$ cat config.mk
export PLATFORM = sky130hd
export DESIGN_NAME = pmc_global_ctrl
export DESIGN_NICKNAME = d
export VERILOG_FILES = /design/src/shared/pmc_pkg.sv /design/src/pmc_global_ctrl.sv
export SDC_FILE = /design/constraint.sdc
export NUM_CORES = 1
export LEC_CHECK = 0
export CAP_MARGIN = 20
export CORE_MARGIN = 2
export CORE_UTILIZATION = 58
export DETAILED_ROUTE_END_ITERATION = 12
export DONT_BUFFER_PORTS = 1
export PLACE_DENSITY_LB_ADDON = 0.12
export SLEW_MARGIN = 20
export SYNTH_ARGS = -nofsm -noshare
export SYNTH_HDL_FRONTEND = slang
export SYNTH_SLANG_ARGS = --single-unit
$ cat constraint.sdc
create_clock -name CLOCK -period 5.3 [get_ports CLOCK]
set_input_delay 0.265 -clock CLOCK [delete_from_list [all_inputs] [get_ports CLOCK]]
set_output_delay 0.265 -clock CLOCK [all_outputs]
set_load 0.02 [all_outputs]
$ cat src/shared/pmc_pkg.sv
// constants for the counter control block: register indices, field spots
// assumes one core clock; model-register port indices are local to block
//
// How it works
// - response nibble: bit11 modified, 9 hit, 8 clean
// - type nibble: bit9 to-invalid, bit8 to-shared
// - each event carries at most one qualifier kind
// - three 40-bit fixed counters, upper write bits zero
// - control bit 0 counts at ring zero
// - control bit 1 counts above ring zero
// - both bits clear stops; both set counts always
// - control bit 3 interrupts on counter overflow
// - fixed counters need no event select
// - global enable bit ANDed with privilege enables
// - overflow status bits 34:32 fixed, 1:0 general
// - status bit 62 flags sample buffer full
// - status bit 63 flags monitoring state change
// - general counter zero overflow arms sampling; next event samples
// - bounds pass: store, clear status, reload counter
// - clear register drops any overflow bit set
// - retirement events count on general counter zero
// - retirement codes C9H/00H and CBH/01H..10H
// - required coherency qualifier empty means no count
package pmc_pkg;

    localparam int CW = 40;
    localparam int NGEN = 2;
    localparam int NFIX = 3;
    localparam int NCNT = 5;
    localparam int AW = 12;

    // ****************************************
    // register indices
    // ****************************************
    localparam logic [11:0] A_GEN_BASE = 12'h000;
    localparam logic [11:0] A_SEL_BASE = 12'h002;
    localparam logic [11:0] A_FIX_BASE = 12'h004;
    localparam logic [11:0] A_FIXCTL = 12'h007;
    localparam logic [11:0] A_GLB_EN = 12'h008;
    localparam logic [11:0] A_STATUS = 12'h009;
    localparam logic [11:0] A_OVF_CLR = 12'h00A;
    localparam logic [11:0] A_SMP_EN = 12'h00B;
    localparam logic [11:0] A_RELOAD = 12'h00C;

    // ****************************************
    // field positions
    // ****************************************
    localparam int FC_RING0 = 0;
    localparam int FC_RINGN = 1;
    localparam int FC_IRQ = 3;
    localparam int FC_W = 4;
    localparam int ES_UMASK_LSB = 8;
    localparam int ES_USR = 16;
    localparam int ES_OS = 17;
    localparam int ES_INT = 20;
    localparam int ES_EN = 22;
    localparam int UM_MOD_HIT = 11;
    localparam int UM_HIT = 9;
    localparam int UM_CLEAN = 8;
    localparam int UM_TO_INV = 9;
    localparam int UM_TO_SHR = 8;
    localparam int ST_GEN_LSB = 0;
    localparam int ST_FIX_LSB = 32;
    localparam int ST_BUF_FULL = 62;
    localparam int ST_CHG = 63;
    localparam logic [63:0] EN_MASK = 64'h0000_0007_0000_0003;
    localparam logic [63:0] ST_MASK = 64'hC000_0007_0000_0003;
    localparam logic [63:0] RST_ZERO = 64'h0000_0000_0000_0000;

    // ****************************************
    // retirement event codes
    // ****************************************
    localparam logic [7:0] EV_ITLB_RET = 8'hC9;
    localparam logic [7:0] UM_ITLB_RET = 8'h00;
    localparam logic [7:0] EV_LOAD_RET = 8'hCB;
    localparam logic [7:0] UM_L1D_MISS = 8'h01;
    localparam logic [7:0] UM_L1D_LINE = 8'h02;
    localparam logic [7:0] UM_L2_MISS = 8'h04;
    localparam logic [7:0] UM_L2_LINE = 8'h08;
    localparam logic [7:0] UM_DTLB_MISS = 8'h10;

    typedef enum logic [1:0] {QK_NONE, QK_MESI, QK_RESP, QK_TYPE} pmc_qual_e;
    typedef enum logic {SMP_IDLE, SMP_ARMED} pmc_samp_e;

endpackage

$ cat src/pmc_global_ctrl.sv
// counters, fixed/global control, overflow status and precise sampling
// assumes event sources and model-register port share CLOCK
`timescale 1ns/1ns
module pmc_global_ctrl (
    input wire logic CLOCK,
    input wire logic SRST,
    input wire logic MSR_REQ,
    input wire logic MSR_WE,
    input wire logic [11:0] MSR_ADDR,
    input wire logic [63:0] MSR_WDATA,
    output logic MSR_ACK,
    output logic MSR_FAULT,
    output logic [63:0] MSR_RDATA,
    input wire logic CPL_ZERO,
    input wire logic [2:0] FIX_EVENT,
    input wire logic GEN_EV_VALID,
    input wire logic [7:0] GEN_EV_CODE,
    input wire logic [7:0] GEN_EV_UMASK,
    input wire logic [1:0] GEN_EV_QKIND,
    input wire logic [3:0] GEN_EV_QUAL,
    input wire logic GEN_EV_RETIRED,
    input wire logic SAMPLE_BOUNDS_OK,
    input wire logic SAMPLE_BUF_FILLED,
    output logic SAMPLE_STORE,
    output logic OVF_IRQ
);

    localparam int CW = pmc_pkg::CW;
    localparam int NGEN = pmc_pkg::NGEN;
    localparam int NCNT = pmc_pkg::NCNT;

    // ****************************************
    // helpers
    // ****************************************
    function automatic logic [11:0] cnt_addr(input int k);
        if (k < NGEN) begin
            cnt_addr = pmc_pkg::A_GEN_BASE + 12'(k);
        end else begin
            cnt_addr = pmc_pkg::A_FIX_BASE + 12'(k - NGEN);
        end
    endfunction

    function automatic logic is_ret(input logic [7:0] code, input logic [7:0] um);
        is_ret = (code == pmc_pkg::EV_ITLB_RET && um == pmc_pkg::UM_ITLB_RET)
            || (code == pmc_pkg::EV_LOAD_RET
            && um inside {pmc_pkg::UM_L1D_MISS, pmc_pkg::UM_L1D_LINE,
            pmc_pkg::UM_L2_MISS, pmc_pkg::UM_L2_LINE, pmc_pkg::UM_DTLB_MISS});
    endfunction

    // one qualifier kind per event; nibble is umask bits 11:8
    function automatic logic qual_ok(input logic [1:0] kind, input logic [3:0] um,
        input logic [3:0] q);
        case (pmc_pkg::pmc_qual_e'(kind))
            pmc_pkg::QK_NONE: qual_ok = 1'b1;
            pmc_pkg::QK_MESI: qual_ok = |(um & q);
            pmc_pkg::QK_RESP: begin
                // bit 10 reserved, never matches
                qual_ok = (um[pmc_pkg::UM_MOD_HIT - 8] & q[pmc_pkg::UM_MOD_HIT - 8])
                    | (um[pmc_pkg::UM_HIT - 8] & q[pmc_pkg::UM_HIT - 8])
                    | (um[pmc_pkg::UM_CLEAN - 8] & q[pmc_pkg::UM_CLEAN - 8]);
            end
            pmc_pkg::QK_TYPE: begin
                qual_ok = (um[pmc_pkg::UM_TO_INV - 8] & q[pmc_pkg::UM_TO_INV - 8])
                    | (um[pmc_pkg::UM_TO_SHR - 8] & q[pmc_pkg::UM_TO_SHR - 8]);
            end
            default: qual_ok = 1'b0;
        endcase
    endfunction

    // ****************************************
    // state
    // ****************************************
    logic [CW-1:0] cnt_reg [NCNT];
    logic [31:0] sel_reg [NGEN];
    logic [11:0] fc_reg;
    logic [63:0] en_reg;
    logic [63:0] st_reg;
    logic [63:0] st_next;
    logic [63:0] st_set;
    logic [63:0] st_clr;
    logic smp_en_reg;
    logic [CW-1:0] reload_reg;
    pmc_pkg::pmc_samp_e smp_reg;
    pmc_pkg::pmc_samp_e smp_next;
    logic [NCNT-1:0] inc;
    logic [NCNT-1:0] wrap;
    logic [NCNT-1:0] cnt_wr;
    logic msr_wr;
    logic upper_bad;
    logic cnt_hit;
    logic fault_now;
    logic cfg_wr;
    logic ovf_wr;
    logic smp_fire;
    logic smp_store_now;
    logic irq_now;
    logic [63:0] rd_data;

    assign msr_wr = MSR_REQ & MSR_WE;
    assign upper_bad = |MSR_WDATA[63:CW];
    assign ovf_wr = msr_wr & (MSR_ADDR == pmc_pkg::A_OVF_CLR);
    assign cfg_wr = msr_wr & !fault_now & (MSR_ADDR == pmc_pkg::A_FIXCTL
        || MSR_ADDR == pmc_pkg::A_GLB_EN || MSR_ADDR == pmc_pkg::A_SMP_EN
        || MSR_ADDR == pmc_pkg::A_SEL_BASE || MSR_ADDR == pmc_pkg::A_SEL_BASE + 12'h001);

    // ****************************************
    // count qualification
    // ****************************************
    always_comb begin
        for (int i = 0; i < NGEN; i++) begin
            inc[i] = sel_reg[i][pmc_pkg::ES_EN] & en_reg[pmc_pkg::ST_GEN_LSB + i]
                & ((CPL_ZERO & sel_reg[i][pmc_pkg::ES_OS])
                | (!CPL_ZERO & sel_reg[i][pmc_pkg::ES_USR]))
                & GEN_EV_VALID & (GEN_EV_CODE == sel_reg[i][7:0])
                & (GEN_EV_QKIND == 2'(pmc_pkg::QK_NONE)
                ? GEN_EV_UMASK == sel_reg[i][15:8]
                : GEN_EV_UMASK[7:4] == sel_reg[i][15:12])
                & qual_ok(GEN_EV_QKIND, sel_reg[i][11:8], GEN_EV_QUAL)
                & (!is_ret(sel_reg[i][7:0], sel_reg[i][15:8])
                || (i == 0 && GEN_EV_RETIRED));
        end
        for (int j = 0; j < pmc_pkg::NFIX; j++) begin
            // fixed counters read only their control nibble
            inc[NGEN + j] = FIX_EVENT[j] & en_reg[pmc_pkg::ST_FIX_LSB + j]
                & ((CPL_ZERO & fc_reg[j * pmc_pkg::FC_W + pmc_pkg::FC_RING0])
                | (!CPL_ZERO & fc_reg[j * pmc_pkg::FC_W + pmc_pkg::FC_RINGN]));
        end
        for (int k = 0; k < NCNT; k++) begin
            wrap[k] = inc[k] & (&cnt_reg[k]);
            cnt_wr[k] = msr_wr & (MSR_ADDR == cnt_addr(k)) & !upper_bad;
        end
    end

    // ****************************************
    // counters
    // ****************************************
    always_ff @(posedge CLOCK) begin
        for (int k = 0; k < NCNT; k++) begin
            if (SRST) begin
                cnt_reg[k] <= '0;
            end else if (cnt_wr[k]) begin
                cnt_reg[k] <= MSR_WDATA[CW-1:0];
            end else if (k == 0 && smp_store_now) begin
                cnt_reg[k] <= reload_reg;
            end else if (inc[k]) begin
                cnt_reg[k] <= cnt_reg[k] + 1'b1;
            end
        end
    end

    // ****************************************
    // control registers
    // ****************************************
    always_ff @(posedge CLOCK) begin
        if (SRST) begin
            fc_reg <= '0;
            en_reg <= pmc_pkg::RST_ZERO;
            smp_en_reg <= 1'b0;
            reload_reg <= '0;
            for (int i = 0; i < NGEN; i++) begin
                sel_reg[i] <= '0;
            end
        end else if (msr_wr) begin
            if (MSR_ADDR == pmc_pkg::A_FIXCTL) begin
                fc_reg <= MSR_WDATA[11:0];
            end
            if (MSR_ADDR == pmc_pkg::A_GLB_EN) begin
                en_reg <= MSR_WDATA & pmc_pkg::EN_MASK;
            end
            if (MSR_ADDR == pmc_pkg::A_SMP_EN) begin
                smp_en_reg <= MSR_WDATA[0];
            end
            if (MSR_ADDR == pmc_pkg::A_RELOAD && !upper_bad) begin
                reload_reg <= MSR_WDATA[CW-1:0];
            end
            for (int i = 0; i < NGEN; i++) begin
                if (MSR_ADDR == pmc_pkg::A_SEL_BASE + 12'(i)) begin
                    sel_reg[i] <= MSR_WDATA[31:0];
                end
            end
        end
    end

    // ****************************************
    // precise sampling on general counter zero
    // ****************************************
    assign smp_fire = (smp_reg == pmc_pkg::SMP_ARMED) & inc[0];
    assign smp_store_now = smp_fire & SAMPLE_BOUNDS_OK;

    always_comb begin
        smp_next = smp_reg;
        case (smp_reg)
            pmc_pkg::SMP_IDLE: begin
                if (wrap[0] && smp_en_reg) begin
                    smp_next = pmc_pkg::SMP_ARMED;
                end
            end
            pmc_pkg::SMP_ARMED: begin
                // failed bounds check drops the sample too
                if (smp_fire || !smp_en_reg) begin
                    smp_next = pmc_pkg::SMP_IDLE;
                end
            end
            default: smp_next = pmc_pkg::SMP_IDLE;
        endcase
    end

    always_ff @(posedge CLOCK) begin
        if (SRST) begin
            smp_reg <= pmc_pkg::SMP_IDLE;
            SAMPLE_STORE <= 1'b0;
        end else begin
            smp_reg <= smp_next;
            SAMPLE_STORE <= smp_store_now;
        end
    end

    // ****************************************
    // overflow status, set beats clear
    // ****************************************
    always_comb begin
        st_set = '0;
        st_set[pmc_pkg::ST_GEN_LSB +: NGEN] = wrap[NGEN-1:0];
        st_set[pmc_pkg::ST_FIX_LSB +: pmc_pkg::NFIX] = wrap[NCNT-1:NGEN];
        st_set[pmc_pkg::ST_BUF_FULL] = SAMPLE_BUF_FILLED;
        st_set[pmc_pkg::ST_CHG] = cfg_wr;
        st_clr = ovf_wr ? (MSR_WDATA & pmc_pkg::ST_MASK) : '0;
        st_clr[pmc_pkg::ST_GEN_LSB] = st_clr[pmc_pkg::ST_GEN_LSB] | smp_store_now;
        st_next = (st_reg & ~st_clr) | st_set;
    end

    always_ff @(posedge CLOCK) begin
        if (SRST) begin
            st_reg <= pmc_pkg::RST_ZERO;
        end else begin
            st_reg <= st_next;
        end
    end

    // ****************************************
    // overflow interrupt to local controller
    // ****************************************
    always_comb begin
        irq_now = 1'b0;
        for (int i = 0; i < NGEN; i++) begin
            irq_now = irq_now | (wrap[i] & sel_reg[i][pmc_pkg::ES_INT]);
        end
        for (int j = 0; j < pmc_pkg::NFIX; j++) begin
            irq_now = irq_now | (wrap[NGEN + j]
                & fc_reg[j * pmc_pkg::FC_W + pmc_pkg::FC_IRQ]);
        end
    end

    always_ff @(posedge CLOCK) begin
        if (SRST) begin
            OVF_IRQ <= 1'b0;
        end else begin
            OVF_IRQ <= irq_now;
        end
    end

    // ****************************************
    // model-register port
    // ****************************************
    always_comb begin
        rd_data = '0;
        cnt_hit = 1'b0;
        for (int k = 0; k < NCNT; k++) begin
            if (MSR_ADDR == cnt_addr(k)) begin
                rd_data = {{(64 - CW){1'b0}}, cnt_reg[k]};
                cnt_hit = 1'b1;
            end
        end
        for (int i = 0; i < NGEN; i++) begin
            if (MSR_ADDR == pmc_pkg::A_SEL_BASE + 12'(i)) begin
                rd_data = {32'h0000_0000, sel_reg[i]};
            end
        end
        case (MSR_ADDR)
            pmc_pkg::A_FIXCTL: rd_data = {52'h0_0000_0000_0000, fc_reg};
            pmc_pkg::A_GLB_EN: rd_data = en_reg;
            pmc_pkg::A_STATUS: rd_data = st_reg;
            pmc_pkg::A_SMP_EN: rd_data = {63'h0, smp_en_reg};
            pmc_pkg::A_RELOAD: rd_data = {{(64 - CW){1'b0}}, reload_reg};
            default: ;
        endcase
        // unmapped, read-only status, write-only clear, wide counter or reload data
        fault_now = 1'b0;
        if (!cnt_hit && !(MSR_ADDR inside {pmc_pkg::A_FIXCTL, pmc_pkg::A_GLB_EN,
            pmc_pkg::A_STATUS, pmc_pkg::A_OVF_CLR, pmc_pkg::A_SMP_EN,
            pmc_pkg::A_RELOAD, pmc_pkg::A_SEL_BASE, pmc_pkg::A_SEL_BASE + 12'h001})) begin
            fault_now = 1'b1;
        end else if (MSR_WE && MSR_ADDR == pmc_pkg::A_STATUS) begin
            fault_now = 1'b1;
        end else if (!MSR_WE && MSR_ADDR == pmc_pkg::A_OVF_CLR) begin
            fault_now = 1'b1;
        end else if (MSR_WE && (cnt_hit || MSR_ADDR == pmc_pkg::A_RELOAD) && upper_bad) begin
            fault_now = 1'b1;
        end
    end

    always_ff @(posedge CLOCK) begin
        if (SRST) begin
            MSR_ACK <= 1'b0;
            MSR_FAULT <= 1'b0;
            MSR_RDATA <= '0;
        end else begin
            MSR_ACK <= MSR_REQ;
            MSR_FAULT <= MSR_REQ & fault_now;
            MSR_RDATA <= (MSR_REQ && !MSR_WE && !fault_now) ? rd_data : '0;
        end
    end
endmodule

Word-level counts from Yosys, hierarchy flattened
Memories as Yosys holds them, arrays and structs flattened.
Index checks and enable logic that the tools add are counted.
{"block": "word_totals", "ff_bits": 191, "mem_bits_rw": 264, "inputBits": 110, "output_inout_bits": 68, "elab_cells": 291, "memories": 2}
{"memory": "cnt_reg", "words": 5, "word_bits": 40, "rd": 5, "rd_clocked_by_memory_dff": 0, "write_ports": 5, "line": "pmc_global_ctrl.sv:73", "text": "logic [CW-1:0] cnt_reg [NCNT];"}
{"memory": "sel_reg", "words": 2, "word_bits": 32, "rd": 2, "rd_clocked_by_memory_dff": 0, "write_ports": 2, "line": "pmc_global_ctrl.sv:74", "text": "logic [31:0] sel_reg [NGEN];"}
{"block": "op_classes", "addsub": 5, "n_eq_ne": 35, "muxes": 88, "bitwise": 99, "n_reduce_logical": 51}
{"operator": "$mux 40", "count": 12}
{"operator": "$mux 64", "count": 7}
{"operator": "$pmux 64 s5", "count": 1}
{"operator": "$add 40x1->40 const B", "count": 5}
{"operator": "$reduce_and 40->1", "count": 5}
{"operator": "$and 64x64->64", "count": 1}
{"operator": "$mux 32", "count": 2}
{"operator": "$not 64->64", "count": 1}
{"operator": "$or 64x64->64", "count": 1}
{"operator": "$and 1x1->1", "count": 63}
{"operator": "$mux 1", "count": 63}
{"operator": "$eq 12x4->1 const B", "count": 5}
{"operator": "$eq 12x3->1 const B", "count": 4}
{"operator": "$eq 8x8->1", "count": 4}
{"operator": "$eq 8x8->1 const B", "count": 4}
{"operator": "$or 1x1->1", "count": 29}
{"operator": "$eq 12x2->1 const B", "count": 2}
{"operator": "$reduce_or 24->1", "count": 1}
{"operator": "$eq 8x1->1 const B", "count": 2}
{"operator": "$eq 8x2->1 const B", "count": 2}
{"operator": "$eq 8x3->1 const B", "count": 2}
{"operator": "$eq 8x4->1 const B", "count": 2}
{"operator": "$eq 8x5->1 const B", "count": 2}
{"operator": "$logic_not 8->1", "count": 2}
{"operator": "18 further kinds", "count": 56}

Depth between registers and ports, before layout
Gate-level depths: netlist of the first run.
{"block": "logic_depth", "word_depth": 17, "mapped_depth": 11, "mapped_depth_nobuf": 7}

Worst setup path before layout of the first run
No wires, ideal clock.
{"block": "synth_path", "path_type": "input to register", "startpoint": "input port CPL_ZERO", "endpoint": "memory cnt_reg[2][0] (enable)", "setup_ns": 0.493, "arrival_time_ns": 3.453, "setup_slack_ns": 1.355, "cell_stages": 3, "cell_sequence": "clkbuf_1 > mux2i_1 > o21ai_0"}
{"element": "start: declaration", "line": "pmc_global_ctrl.sv:14", "text": "input wire logic CPL_ZERO,"}
{"element": "end: declaration", "line": "pmc_global_ctrl.sv:73"}

==> results of run 1 <==
metrics by stage:
stage	total power [mW]	cells
floorplan	3.55	2355
detailed placement	3.60	2685
finish	6.65	2820
CTS	6.62	2812
global route	6.77	2813
global placement	3.59	2684
worst paths after layout:
check | start | slack (ps) | cells after the start | endpoint
max reg2reg | cnt_reg[4][2]$_SDFFCE_PN0P_ | 2080 | 6 | OVF_IRQ$_SDFF_PP0_
min | SRST | 40 | 2 | cnt_reg[4][38]$_SDFFCE_PN0P_
min reg2reg | fc_reg[2]$_SDFFE_PP0P_ | 460 | 2 | fc_reg[2]$_SDFFE_PP0P_
max | cnt_reg[4][2]$_SDFFCE_PN0P_ | 2080 | 6 | OVF_IRQ$_SDFF_PP0_
cell usage in the layout (no fill, tap or decap), types with 39 or more instances in the layout:
cell | synthesis | routed
clkbuf_16 | 0 | 44
nand3_1 | 105 | 105
dlygate4sd3_1 | 0 | 46
nor2_1 | 125 | 125
o21ai_0 | 160 | 159
a22oi_1 | 62 | 62
nand4_1 | 76 | 76
and2_1 | 45 | 45
edfxtp_1 | 264 | 264
nor3_1 | 51 | 48
a21oi_1 | 108 | 106
xor2_1 | 112 | 112
nand2_1 | 401 | 399
o211ai_1 | 40 | 40
xnor2_1 | 109 | 109
buf_4 | 27 | 39
dfxtp_1 | 112 | 112
area by class of cell:
class | instances | area [um2] | area share
repair buffers | 87 | 786 | 0.0332
clock buffers | 56 | 1160 | 0.0488
diodes | 8 | 20.0 | 0.000845
multi-input cells | 1770 | 10600 | 0.449
flip-flops and latches | 376 | 10200 | 0.429
inverters | 31 | 116 | 0.00491
clock inverters | 24 | 216 | 0.00914
well taps | 468 | 586 | 0.0247
metal layers:
layer / wire [um] / vias up
li1: - / 8500
met1: 31000 / 9397
met2: 33500 / 1556
met3: 13600 / 205
met4: 2910 / 22
met5: 147 / -
power by group through the flow:
stage               Sequential (mW)  Clock (mW)  Combinational (mW)
global route                   3.34        3.09               0.340
global placement               3.39           0               0.201
floorplan                      3.35           0               0.201
CTS                            3.33        2.98               0.312
finish                         3.34        2.99               0.325
detailed placement             3.39           0               0.205
cells by family after synthesis:
family,count (synthesis),share of synthesized area
multiplexers,33,0.0155
AND/OR/NAND/NOR,956,0.216
adder cells (fa/ha/maj),5,0.00291
buffers and inverters,209,0.0437
flip-flops,376,0.472
other,1,0.000174
XOR/XNOR,221,0.0899
AO/OA/AOI/OAI,533,0.160
worst reg2reg max path, delay by kind of cell (launching register included):
family	cells	cell delay (ps)
AND/OR/NAND/NOR	3	1470
AO/OA/AOI/OAI	3	1040
flip-flops	1	560
==> impl_metrics.ini, run 1 <==
[run_status]
status = finished clean

[clock_tree]
cts-hold-fix-buffers = 47
clock-sinks = 376
cts_inserted_buffers = 43
cts_setup_buffers = 0
root_buffer = clkbuf_16
h-tree-depth = 2
insertion_delay_ps = 590
cts_tree = yes
path_clk_slew_ps = 60
cts_resized = 0
cts_buffer_depth = 3

[placement]
placed_area_um2 = 21800
port_buffers = 0
dp_slack_ps = 1690
gp_congestion = 0.951
hpwlAfterDp_mm = 56.8

[critical_path]
end_kind = flip-flop
arrival_ps = 3630
cp_num_buf_inv = 0
cp_top_family = simple AND/OR/NAND/NOR gates
crit_fanout = 10
start_kind = flip-flop
path_class = reg -> reg
worstPathCellList = nand4_1 -> nor4_4 -> nand4_1 -> o32ai_1 -> a41oi_1 -> a31oi_1
worst_path_most_repeated_cell = nand4_1
slowest_delay_ps = 750
worstPathRequired_ps = 5720
cp_slowest_cell = nor4_4

[die]
start_util = 0.588
rows = 70
pin_count = 178
core_area_um2 = 36600
dieWidth_um = 197
die-area_um2 = 38700
die_h_um = 197

[final_layout]
largest_reg_flops = 200
fin_util = 0.647
nets = 2424
fin_area_um2 = 23700
fillers = 3057
drive_above_1_share = 0.0627
syn2layout_area_growth_pct = 10.1

[power]
vdd_ir_drop_max_mv = 0.331
power_frac_comb = 0.049
internal-power_mw = 5.02
p_leak_nw = 7.52
p_sw_mw = 1.63
seqPwrFrac = 0.502
power_density_nw_per_um2 = 281
swShare = 0.245
clkPwrFrac = 0.450

[logic_synthesis]
synth_common_cells = 401 x nand2_1, 264 x edfxtp_1, 160 x o21ai_0
netlist.top_cell.by_area = edfxtp_1
syn_area_um2 = 21500
synth-edff-count = 264
synthDominantCellAreaShare = 0.368
synth_cell_types = 70
ys_seq_area_frac = 0.472
synth.most_common_cell = nand2_1
synth_area_leaders = edfxtp_1 37%, dfxtp_1 10%, nand2_1 7.0%
yosysWarnings = 0
synth_flop_cell = edfxtp_1
synth_cells = 2334
ys_seq_elements = 376
synth.avg_cell_area_um2 = 9.22
synth-async-reset-ratio = 0

[sta]
post-route-min-period_ps = 3220
rsz0062_at_grt = no
final.setup.tns_ps = 0
fin_crit_sh = 0.607
finalHoldViolations = 0
setup_ws_ps = 2080
setup_viol = 0
slew_headroom = 0.208
fin_skew_ps = 25.9
holdWs_ps = 41.5
tightestPinTransition_ps = 1190
drv_slew = 0
clock.fmax_mhz = 311

[grt]
gr-usage-met2 = 0.590
grt_pass1_wl_mm = 118
grtUsageMet3 = 0.157
grt_util_all_layers = 0.416
grt_pass1_vias = 17900
antenna_found_initial = 15
grt_overflow_total = 0
gr-max-usage-layer = met2
grt_max_degree = 108
met1_usage = 0.585

[route]
ant_nets = 0
drtIter0Drc = 3355
via_per_inst = 6.98
vias = 19700
drc_errors = 0
drt_pre_antenna_iters = 10
wl_mm = 81.1
wl_per_cell_um = 28.8

[job]
drv_cap = 0

[hold_path]
hp-class = in -> reg
(Power assumes the default switching activity.)
==> run 2: changes to the inputs <==
==> constraint.sdc (replaced) <==
create_clock -name CLOCK -period 2.7 [get_ports CLOCK]
set_input_delay 0.135 -clock CLOCK [delete_from_list [all_inputs] [get_ports CLOCK]]
set_output_delay 0.135 -clock CLOCK [all_outputs]
set_load 0.02 [all_outputs]
==> run 2 against run 1 <==
Net effect: maximum frequency grew 25%; power grew 100%; worst hold slack lost 5.7 ps; utilization grew 2.8 points; largest cell class unchanged; sequential cell count is the same; routed wire length grew 1.2%; cell area grew 4.4%.
==> impl_metrics.ini, run 2 (synthesized netlist as in run 1, its figures left out) <==
[clock_tree]
path_clk_slew_ps = 60
insertion_delay_ps = 590
cts_inserted_buffers = 43
root_buffer = clkbuf_16
cts_buffer_depth = 3
h-tree-depth = 2
cts_tree = yes
clock-sinks = 376

[route]
drc_errors = 0
via_per_inst = 6.93
drtIter0Drc = 3200
wl_mm = 82.1
vias = 20200
drt_pre_antenna_iters = 7
ant_nets = 0
wl_per_cell_um = 28.2

[placement]
placed_area_um2 = 22600
port_buffers = 0
gp_congestion = 0.994
dp_slack_ps = 102
placed_cells = 2766
hpwlAfterDp_mm = 58.4

[critical_path]
arrival_ps = 2870
worst_path_most_repeated_cell = buf_12
r2r_end = cnt_reg[0][12]$_DFFE_PP_
reg2reg_from = sel_reg[0][11]$_DFFE_PP_
worstPathRequired_ps = 3000
ff2ff_path_depth = 8
rrSetupSlack_ps = 130
end_kind = flip-flop
path_class = reg -> reg
start_kind = flip-flop
crit_fanout = 32
cp_slowest_cell = edfxtp_1
cp_num_buf_inv = 2
slowest_delay_ps = 510
worstPathCellList = nor4_2 -> mux2i_1 -> nor3_1 -> a2111oi_4 -> buf_12 -> and3_1 -> buf_12 -> a22oi_1
cp_top_family = simple AND/OR/NAND/NOR gates

[grt]
grt_pass1_wl_mm = 121
antenna_found_initial = 18
grt_util_all_layers = 0.423
grt_overflow_total = 0
grt_max_degree = 113
grt_pass1_vias = 18700

[run_status]
status = finished clean

[die]
die-area_um2 = 38700
die_h_um = 197
dieWidth_um = 197
rows = 70
start_util = 0.588
core_area_um2 = 36600
pin_count = 178

[sta]
setup_viol = 0
fin_skew_ps = 29.7
rsz0062_at_grt = no
clock.fmax_mhz = 389
slew_headroom = 0.276
finalHoldViolations = 0
setup_ws_ps = 129
fin_crit_sh = 0.952
tightestPinTransition_ps = 1080
post-route-min-period_ps = 2570
drv_slew = 0
final.setup.tns_ps = 0

[job]
drv_cap = 0

[hold_path]
hp-start = SRST
whs_path_depth = 2
worstHoldEndpoint = sel_reg[0][18]$_DFFE_PP_
hp-class = in -> reg

[final_layout]
layout_commonest_cell = nand2_1
fin_area_um2 = 24700
largest_reg_flops = 200
stdcell_count = 2913
fillers = 2937
nets = 2515
syn2layout_area_growth_pct = 14.9
final_cell_mix = 399 x nand2_1, 264 x edfxtp_1, 159 x o21ai_0
drive_above_1_share = 0.0953

[power]
p_leak_nw = 8.10
power_density_nw_per_um2 = 545
vdd_ir_drop_max_mv = 0.527
==> run 2: cell count changes in the layout (fill, tap and decap cells not counted), moves of 3 or more <==
cell	previous run	this run
clkbuf_8	1	10
clkbuf_1	10	5
buf_12	0	17
dlygate4sd3_1	46	54
clkinv_2	10	7
buf_4	39	106
==> run 2: worst max path at each step <==
stage	from	slack, ps	endpoint	cells after the start
5_1_grt	sel_reg[0][11]$_DFFE_PP_	10	cnt_reg[0][12]$_DFFE_PP_	8
6_report	sel_reg[0][11]$_DFFE_PP_	130	cnt_reg[0][12]$_DFFE_PP_	8
4_1_cts	sel_reg[0][1]$_DFFE_PP_	120	cnt_reg[0][12]$_DFFE_PP_	8
2_1_floorplan	MSR_ADDR[5]	20	cnt_reg[3][0]$_DFFE_PP_	5
3_3_place_gp	MSR_ADDR[5]	150	cnt_reg[4][30]$_SDFFCE_PN0P_	6
3_5_place_dp	MSR_ADDR[5]	100	cnt_reg[4][30]$_SDFFCE_PN0P_	6
==> run 2: through the flow <==
step           utilization  hold WS (ps)  total power [mW]
6_report             0.675          35.8              13.5
4_1_cts              0.674          14.2              13.4
3_5_place_dp         0.618           230              7.10
5_1_grt              0.675          38.2              13.7
3_3_place_gp         0.618           225              7.09
2_1_floorplan            -           252              6.96
==> run 2: metal layers <==
metal | wire length, um | track usage
met3 | 13500 | 0.152
met4 | 2430 | 0.128
met2 | 35100 | 0.622
met5 | 122 | 0
met1 | 31000 | 0.586
==> run 2: power by group <==
| group | switching, mW | internal [mW] |
|---|---|---|
| Clock | 2.53 | 3.70 |
| Sequential | 0.215 | 6.31 |
| Combinational | 0.471 | 0.250 |
| Total | 3.22 | 10.3 |
==> run 2: repair_timing <==
item	CTS	global route
gates resized for setup	0	1
endpoints found under the setup margin	0	23
buffers inserted	0	2
hold buffers	55	0
endpoints found under the hold margin	342	0
==> run 2: worst reg2reg max path, stage by stage, from the launching register on <==
cell,delay (ps)
edfxtp_1,510
nor4_2,300
mux2i_1,230
nor3_1,100
a2111oi_4,340
buf_12,220
and3_1,230
buf_12,220
a22oi_1,130
==> run 2: final cells by class <==
class / instances / area [um2] / area share
Multi-Input combinational cell: 1770 / 10600 / 0.430
Timing Repair Buffer: 178 / 1700 / 0.0689
Antenna cell: 10 / 25.0 / 0.00101
Sequential cell: 376 / 10200 / 0.411
Inverter: 31 / 116 / 0.00471
Clock buffer: 60 / 1280 / 0.0519
Tap cell: 468 / 586 / 0.0237
Clock inverter: 20 / 211 / 0.00855
